File: src/pkg/oos_pkg.sv
// oos_pkg: constants shared by the oversampled output sequencer.
// assumes a 20 MHz core clock; times are converted to clock counts here.
package oos_pkg;
  // =====================================================
  // clock and timing
  localparam int unsigned CLK_HZ = 20000000;
  localparam int unsigned CLK_PERIOD_NS = 50;
  localparam int unsigned MIN_MICRO_NS = 1000;
  // least microcycle, rounded up to whole clocks
  localparam int unsigned MIN_MICRO_CYC = (MIN_MICRO_NS + CLK_PERIOD_NS - 1) / CLK_PERIOD_NS;
  localparam int unsigned SYNC_DEV_NS = 100;
  // longest deviation, rounded down to whole clocks
  localparam int unsigned SYNC_DEV_CYC = SYNC_DEV_NS / CLK_PERIOD_NS;
  localparam int unsigned WDOG_MS = 100;
  localparam int unsigned WDOG_CYC = WDOG_MS * (CLK_HZ / 1000);
  // =====================================================
  // factor and process image limits
  localparam int unsigned MAX_FACTOR = 1000;
  localparam int unsigned MAX_OUT_BYTES = 504;
  localparam int unsigned MAX_IN_BYTES = 4;
  localparam int unsigned NUM_CHAN = 2;
  localparam int unsigned FIFO_DEPTH = 8;
  // reset level of the outputs
  localparam logic [1:0] OUT_RESET = 2'h0;
  // =====================================================
  // sequencer states
  typedef enum logic [1:0] {
    OOS_IDLE = 2'b00,
    OOS_WAIT = 2'b01,
    OOS_PLAY = 2'b10
  } oos_state_t;
endpackage : oos_pkg

File: src/rtl/oos_fifo.sv
// oos_fifo: small synchronous FIFO with valid/ready on both sides.
// assumes a single clock and synchronous active-low reset.
`timescale 1ns/1ps
`default_nettype none
module oos_fifo #(
  parameter int unsigned WIDTH = 2,
  parameter int unsigned DEPTH = 8
) (
  // clock and reset
  input wire logic clk,
  input wire logic rst_n,
  // write side
  input wire logic in_valid,
  output logic in_ready,
  input wire logic [WIDTH-1:0] in_data,
  // read side
  output logic out_valid,
  input wire logic out_ready,
  output logic [WIDTH-1:0] out_data
);
  localparam int unsigned AW = (DEPTH > 1) ? $clog2(DEPTH) : 1;
  initial begin
    if (DEPTH < 2 || (DEPTH & (DEPTH - 1)) != 0) $error("fifo depth must be a power of two");
  end
  // =====================================================
  // storage and pointers, one extra bit tells full from empty
  logic [WIDTH-1:0] mem_q [DEPTH];
  logic [AW:0] wr_q, rd_q;
  logic [WIDTH-1:0] dout_q;
  logic vld_q;
  wire full = (wr_q[AW] != rd_q[AW]) && (wr_q[AW-1:0] == rd_q[AW-1:0]);
  wire empty = (wr_q == rd_q);
  wire do_wr = in_valid && !full;
  // output register refills when empty or being drained
  wire do_rd = !empty && (!vld_q || out_ready);
  assign in_ready = !full;
  assign out_valid = vld_q;
  assign out_data = dout_q;
  // write port
  always_ff @(posedge clk) begin
    if (do_wr) begin
      mem_q[wr_q[AW-1:0]] <= in_data;
    end
  end
  // pointers and registered read data
  always_ff @(posedge clk) begin
    if (!rst_n) begin
      wr_q <= '0;
      rd_q <= '0;
      vld_q <= 1'b0;
      dout_q <= '0;
    end else begin
      if (do_wr) wr_q <= wr_q + 1'b1;
      if (do_rd) begin
        rd_q <= rd_q + 1'b1;
        dout_q <= mem_q[rd_q[AW-1:0]];
        vld_q <= 1'b1;
      end else if (out_ready) begin
        vld_q <= 1'b0;
      end
    end
  end
endmodule // oos_fifo
`default_nettype wire

File: src/rtl/oos_sequencer.sv
// oos_sequencer: plays one block of samples per bus cycle out as n microcycles.
// assumes the process data arrives as a stream of per-microcycle samples and a
// bus cycle start pulse derived from the system time sync.
`timescale 1ns/1ps
`default_nettype none
module oos_sequencer
  import oos_pkg::*;
#(
  parameter int unsigned FACTOR_W = 10,
  parameter int unsigned PERIOD_W = 24,
  parameter int unsigned WDOG_W = 24,
  parameter int unsigned WDOG_LIMIT = WDOG_CYC
) (
  // clock and reset
  input wire logic CLK,
  input wire logic RST_N,
  // configuration
  input wire logic [FACTOR_W-1:0] FACTOR,
  input wire logic [PERIOD_W-1:0] MICRO_PERIOD,
  input wire logic SINGLE_CHAN,
  input wire logic WDOG_ENABLE,
  // system time sync
  input wire logic SYNC_PULSE,
  // process data sample stream
  input wire logic SAMPLE_VALID,
  output logic SAMPLE_READY,
  input wire logic [NUM_CHAN-1:0] SAMPLE_DATA,
  input wire logic PD_EXCHANGE,
  // outputs and status
  output logic [NUM_CHAN-1:0] DOUT,
  output logic WDOG_TRIPPED,
  output logic UNDERRUN,
  output logic CONFIG_ERROR
);
  initial begin
    if (FACTOR_W < 10 || WDOG_W < $clog2(WDOG_LIMIT + 1)) $error("widths too narrow");
  end
  // =====================================================
  // buffering of incoming samples
  logic fifo_valid, fifo_ready, accept;
  logic [NUM_CHAN-1:0] fifo_data;
  oos_fifo #(.WIDTH(NUM_CHAN), .DEPTH(FIFO_DEPTH)) u_fifo (
    .clk(CLK),
    .rst_n(RST_N),
    .in_valid(accept),
    .in_ready(),
    .in_data(SAMPLE_DATA),
    .out_valid(fifo_valid),
    .out_ready(fifo_ready),
    .out_data(fifo_data)
  );
  // =====================================================
  // configuration checks
  localparam logic [FACTOR_W-1:0] FMAX = FACTOR_W'(MAX_FACTOR);
  localparam logic [PERIOD_W-1:0] PMIN = PERIOD_W'(MIN_MICRO_CYC);
  localparam logic [FACTOR_W-1:0] BYTES_PER_CH = FACTOR_W'(MAX_OUT_BYTES / NUM_CHAN);
  // whole-byte samples per channel cap the factor for the process image
  wire factor_bad = (FACTOR == '0) || (FACTOR > FMAX) || (FACTOR > BYTES_PER_CH);
  wire period_bad = (MICRO_PERIOD < PMIN);
  wire cfg_bad = factor_bad || period_bad;
  // channel two is masked in single channel mode
  wire [NUM_CHAN-1:0] chan_mask = SINGLE_CHAN ? 2'h1 : 2'h3;
  // =====================================================
  // state
  oos_state_t state_q, state_d;
  logic [PERIOD_W-1:0] tick_q, tick_d;
  logic [FACTOR_W-1:0] idx_q, idx_d;
  logic [NUM_CHAN-1:0] dout_q, dout_d;
  logic [WDOG_W-1:0] wd_q, wd_d;
  logic trip_q, trip_d;
  logic under_q, under_d;
  logic cfg_q;
  // microcycle boundary: the period counter expires
  wire tick_end = (tick_q == MICRO_PERIOD - 1'b1);
  wire last_micro = (idx_q == FACTOR - 1'b1);
  // sample is taken from the buffer exactly at an update instant
  // the end of the last microcycle is no update: n updates per bus cycle
  wire update = (state_q == OOS_PLAY) && (SYNC_PULSE || (tick_end && !last_micro))
    && !cfg_bad;
  wire first_update = (state_q != OOS_IDLE) && SYNC_PULSE && !cfg_bad;
  wire take = (update || first_update) && fifo_valid && !trip_q;
  assign fifo_ready = take;
  // =====================================================
  // next state: a sync pulse in WAIT or PLAY restarts the bus cycle at microcycle 0
  always_comb begin
    state_d = state_q;
    tick_d = tick_q;
    idx_d = idx_q;
    dout_d = dout_q;
    under_d = 1'b0;
    unique case (state_q)
      OOS_IDLE: begin
        state_d = cfg_bad ? OOS_IDLE : OOS_WAIT;
      end
      OOS_WAIT: begin
        if (cfg_bad) begin
          state_d = OOS_IDLE;
        end else if (SYNC_PULSE) begin
          state_d = OOS_PLAY;
          tick_d = '0;
          idx_d = '0;
        end
      end
      OOS_PLAY: begin
        if (cfg_bad) begin
          state_d = OOS_IDLE;
        end else if (SYNC_PULSE) begin
          tick_d = '0;
          idx_d = '0;
        end else if (tick_end) begin
          tick_d = '0;
          if (last_micro) begin
            state_d = OOS_WAIT; // wait for next bus cycle start
          end else begin
            idx_d = idx_q + 1'b1;
          end
        end else begin
          tick_d = tick_q + 1'b1;
        end
      end
      default: state_d = OOS_IDLE;
    endcase
    // new sample or hold last value
    if ((update || (state_q == OOS_WAIT && SYNC_PULSE && !cfg_bad)) && !trip_q) begin
      if (fifo_valid) begin
        dout_d = fifo_data & chan_mask;
      end else begin
        under_d = 1'b1; // keep last value when data is late
      end
    end
    // channel two drops at once when single mode is chosen
    dout_d = dout_d & chan_mask;
    if (trip_d || state_d == OOS_IDLE) begin
      dout_d = OUT_RESET;
    end
  end
  // process data watchdog, restarted by every exchange
  always_comb begin
    wd_d = wd_q;
    trip_d = trip_q;
    if (PD_EXCHANGE) begin
      wd_d = '0;
      trip_d = 1'b0;
    end else if (WDOG_ENABLE && !trip_q) begin
      if (wd_q == WDOG_W'(WDOG_LIMIT - 1)) begin
        trip_d = 1'b1;
      end else begin
        wd_d = wd_q + 1'b1;
      end
    end
  end
  // registers
  always_ff @(posedge CLK) begin
    if (!RST_N) begin
      state_q <= OOS_IDLE;
      tick_q <= '0;
      idx_q <= '0;
      dout_q <= OUT_RESET;
      wd_q <= '0;
      trip_q <= 1'b0;
      under_q <= 1'b0;
      cfg_q <= 1'b0;
    end else begin
      state_q <= state_d;
      tick_q <= tick_d;
      idx_q <= idx_d;
      dout_q <= dout_d;
      wd_q <= wd_d;
      trip_q <= trip_d;
      under_q <= under_d;
      cfg_q <= cfg_bad;
    end
  end
  // =====================================================
  // buffer occupancy, kept here so that ready comes straight from a flop;
  // the output register is counted too, so one buffer slot stays unused
  localparam int unsigned OCC_W = $clog2(FIFO_DEPTH + 1);
  localparam logic [OCC_W-1:0] OCC_ONE = OCC_W'(1);
  localparam logic [OCC_W-1:0] OCC_FULL = OCC_W'(FIFO_DEPTH);
  logic [OCC_W-1:0] occ_q;
  logic rdy_q;
  wire pop = fifo_valid && fifo_ready;
  // only words the master sees taken enter the buffer, so none is doubled
  assign accept = SAMPLE_VALID && rdy_q;
  wire [OCC_W-1:0] occ_up = occ_q + OCC_ONE;
  wire [OCC_W-1:0] occ_dn = occ_q - OCC_ONE;
  wire [OCC_W-1:0] occ_d = (accept && !pop) ? occ_up : ((pop && !accept) ? occ_dn : occ_q);
  // ready for the next edge: room left after this edge's traffic
  always_ff @(posedge CLK) begin
    if (!RST_N) begin
      occ_q <= '0;
      rdy_q <= 1'b0;
    end else begin
      occ_q <= occ_d;
      rdy_q <= (occ_d < OCC_FULL);
    end
  end
  assign SAMPLE_READY = rdy_q;
  assign DOUT = dout_q;
  assign WDOG_TRIPPED = trip_q;
  assign UNDERRUN = under_q;
  assign CONFIG_ERROR = cfg_q;
endmodule // oos_sequencer
`default_nettype wire

File: config.mk
export PLATFORM = sky130hd
export DESIGN_NAME = oos_sequencer
export DESIGN_NICKNAME = d
export VERILOG_FILES = /design/src/pkg/oos_pkg.sv /design/src/rtl/oos_fifo.sv /design/src/rtl/oos_sequencer.sv
export SDC_FILE = /design/constraint.sdc
export NUM_CORES = 1
export LEC_CHECK = 0
export ABC_AREA = 1
export BUFFER_PORTS_ARGS = -buffer_cell sky130_fd_sc_hd__clkbuf_2
export CAP_MARGIN = 40
export CORE_MARGIN = 3
export CORE_UTILIZATION = 50
export CTS_BUF_LIST = sky130_fd_sc_hd__clkbuf_4 sky130_fd_sc_hd__clkbuf_8 sky130_fd_sc_hd__clkbuf_16
export DETAILED_ROUTE_END_ITERATION = 6
export PLACE_DENSITY = 0.68
export SYNTH_ARGS = -nofsm -noshare
export SYNTH_HDL_FRONTEND = slang
export SYNTH_SLANG_ARGS = --single-unit
File: constraint.sdc
create_clock -name CLK -period 4.05 [get_ports CLK]
set_input_delay 0.405 -clock CLK [delete_from_list [all_inputs] [get_ports CLK]]
set_output_delay 0.405 -clock CLK [all_outputs]
set_load 0.1 [all_outputs]
==> flow_summary.ini <==
[synthesis]
synthesis.area_um2 = 6260
ys.flop_type = dfxtp_1
synth_fp_nets = 981
yosys-top-cells-area = dfxtp_1 26%, nand2_1 12%, nor2_1 8.2%
seq_area_frac_synth = 0.336
synth.avg_cell_area_um2 = 6.76
synth_cells = 926
yosys.cell_types.count = 48
yosysWarnings = 0
synth-edff-count = 16
synth_top_area_frac = 0.259
ys_ff_latch = 97
async_flop_share = 0
synth_top_area_cell = dfxtp_1

[detailed_routing]
drt-vias-per-instance = 5.13
wire_per_inst_um = 12.5
drc = 0
drt_iter0_drc = 433
ant_nets = 0
dr.pass1.iters = 5
num_vias = 5904
wl_mm = 14.4

[critical_path]
endpoint_kind = flip-flop
crit_required_ns = 4.29
worstPathMaxFanout = 12
crit_path_start_kind = input pin
critical_path_class = input pin to flip-flop
cp.arrival_ns = 3.13

[clocking]
numCtsBuffers = 9
clkTransAtPathRegs_ns = 0.08
post-cts-setup-buffers = 0
clock_path_buffers = 2
h-tree-depth = 3
hold_buffers = 0
cts_tree = done
root_buffer = clkbuf_16
clkSinkCount = 97
ctsResizeCount = 0
clk_latency_ns = 0.34

[floorplan]
coreArea_um2 = 12100
die_x_um = 118
rows = 40
die_y_um = 118
io-pin-count = 49
die-area_um2 = 13900
start_util = 0.517

[sta]
fin_tns_setup_ns = 0
rsz0062_at_grt = false
setup_ws_ns = 1.16
holdWs_ns = 0.282
max_slew_margin = 0.538
tightest_slew_ns = 0.691
setup_viol = 0
min_period_ns = 2.89
drv_slew = 0
max_freq_ghz = 0.346
hold_violations = 0
clock_skew_ns = 0.0103
min_period_over_period = 0.714

[grt]
grt_pass1_wl_mm = 24.4
overflow = 0
grt_max_degree = 24
grt_pass1_vias = 5402
antenna_found_initial = 0
grt_use_total = 0.207

[power_and_ir_drop]
power_frac_comb = 0.161
power.density_nw_per_um2 = 329
switching_share = 0.286
netSwitchingPower_w = 0.000659
leakage_nw = 2.73
pwr-share-seq = 0.455
totalPowerFinal_w = 0.00230
clockPowerShare = 0.384
peakVddDrop_v = 0.000227
p_int_w = 0.00164

[placement]
dp_hpwl_mm = 11.2
dp_slack_ns = 0.814
gp_congestion = 0.922
io_buffers = 48

[finish]
final_cell_mix = 202 x nand2_1, 137 x nor2_1, 114 x inv_1
nets = 1032
areaGrowthSynthToFinish_pct = 11.6
diodes = 0
final_common_cell = nand2_1
layout-drive-gt1-share = 0.104

[min_path]
holdCritPathClass = input pin to flip-flop

[outcome]
outcome = complete, no violations

[job]
drv_cap = 0
==> Yosys cell counts, types with 5 or more instances <==
cell and count:
inv_1 114, nand2_2 6, xor2_1 33, ha_1 12
nand4_1 26, edfxtp_1 16, nor2_2 9, nor3_1 28
o21ai_0 37, nand3b_1 9, dfxtp_1 81, nand2_1 202
a21oi_1 49, nor4_1 13, clkbuf_1 5, nor2_1 137
xnor2_1 26, nand3_1 65
==> layout make-up <==
| class | count | area [um^2] |
|---|---|---|
| Tap cell | 168 | 210 |
| Multi-Input combinational cell | 701 | 3660 |
| Sequential cell | 97 | 2100 |
| Fill cell | 1222 | 5130 |
| Clock inverter | 6 | 75.1 |
| Timing Repair Buffer | 50 | 255 |
| Clock buffer | 10 | 239 |
| Inverter | 118 | 443 |
==> layer usage <==
layer / share of wire / track usage / wire [um]
met5: 0 / 0 / 0
met4: 0.019 / 0.0652 / 268
met3: 0.042 / 0.0322 / 607
met2: 0.45 / 0.336 / 6460
met1: 0.49 / 0.283 / 7020
==> kinds of logic (layout without fill, tap and decap cells) <==
| logic type | after synthesis | in the layout | synth area share |
|---|---|---|---|
| fa+ha+maj | 12 | 12 | 0.0240 |
| flops | 97 | 97 | 0.336 |
| compound gates | 111 | 111 | 0.0994 |
| xor+xnor | 60 | 60 | 0.0852 |
| simple gates | 518 | 518 | 0.376 |
| buf+inv | 128 | 184 | 0.0798 |
==> power groups by stage <==
stage | Sequential [W] | Clock (W) | Combinational, W
floorplan | 0.00107 | 0 | 0.000262
global placement | 0.00107 | 0 | 0.000363
detailed placement | 0.00107 | 0 | 0.000363
CTS | 0.00105 | 0.000904 | 0.000368
global route | 0.00105 | 0.000944 | 0.000414
finish | 0.00105 | 0.000884 | 0.000370
==> stage by stage <==
step | instance area, um^2 | utilization | cells
floorplan | 6260 | - | 926
global placement | 6670 | 0.551 | 1134
detailed placement | 6670 | 0.551 | 1134
CTS | 6980 | 0.576 | 1150
global route | 6980 | 0.576 | 1150
finish | 6980 | 0.576 | 1150
==> worst paths after layout <==
check / startpoint / slack (ns) / end / depth (start not counted)
max: MICRO_PERIOD[0] / 1.16 / flip-flop / 22
min: SINGLE_CHAN / 0.28 / DOUT[1] / 4
max reg2reg: tick_q[10] / 1.56 / flip-flop / 20
min reg2reg: DOUT[1] / 0.46 / DOUT[1] / 2
==> registers in the layout, summed over array words and instances (netlist names), named ones only <==
name and count:
SAMPLE_READY 1, u_fifo.wr_q 4, state_q 2, CONFIG_ERROR 1
tick_q 24, u_fifo.out_data 2, idx_q 10, u_fifo.out_valid 1
wd_q 24, u_fifo.rd_q 4, UNDERRUN 1, DOUT 2
occ_q 3, WDOG_TRIPPED 1, u_fifo.mem_q 16
==> critical path: stages <==
cell and delay [ns]:
clkbuf_2 0.09, inv_1 0.12, ha_1 0.28, nand2_2 0.12, nor2_4 0.28, nand2_1 0.14
nor2_2 0.15, o21ai_1 0.08, inv_1 0.08, nand2_1 0.05, nor2_1 0.12, nand3_1 0.14
nand2_2 0.11, nand2_1 0.05, nand2_1 0.07, nand2_2 0.09, ha_1 0.38, inv_1 0.10
nor2_1 0.09, nor2_1 0.04, o21ai_0 0.09, inv_1 0.05
Power figures use the tool's default switching activity.
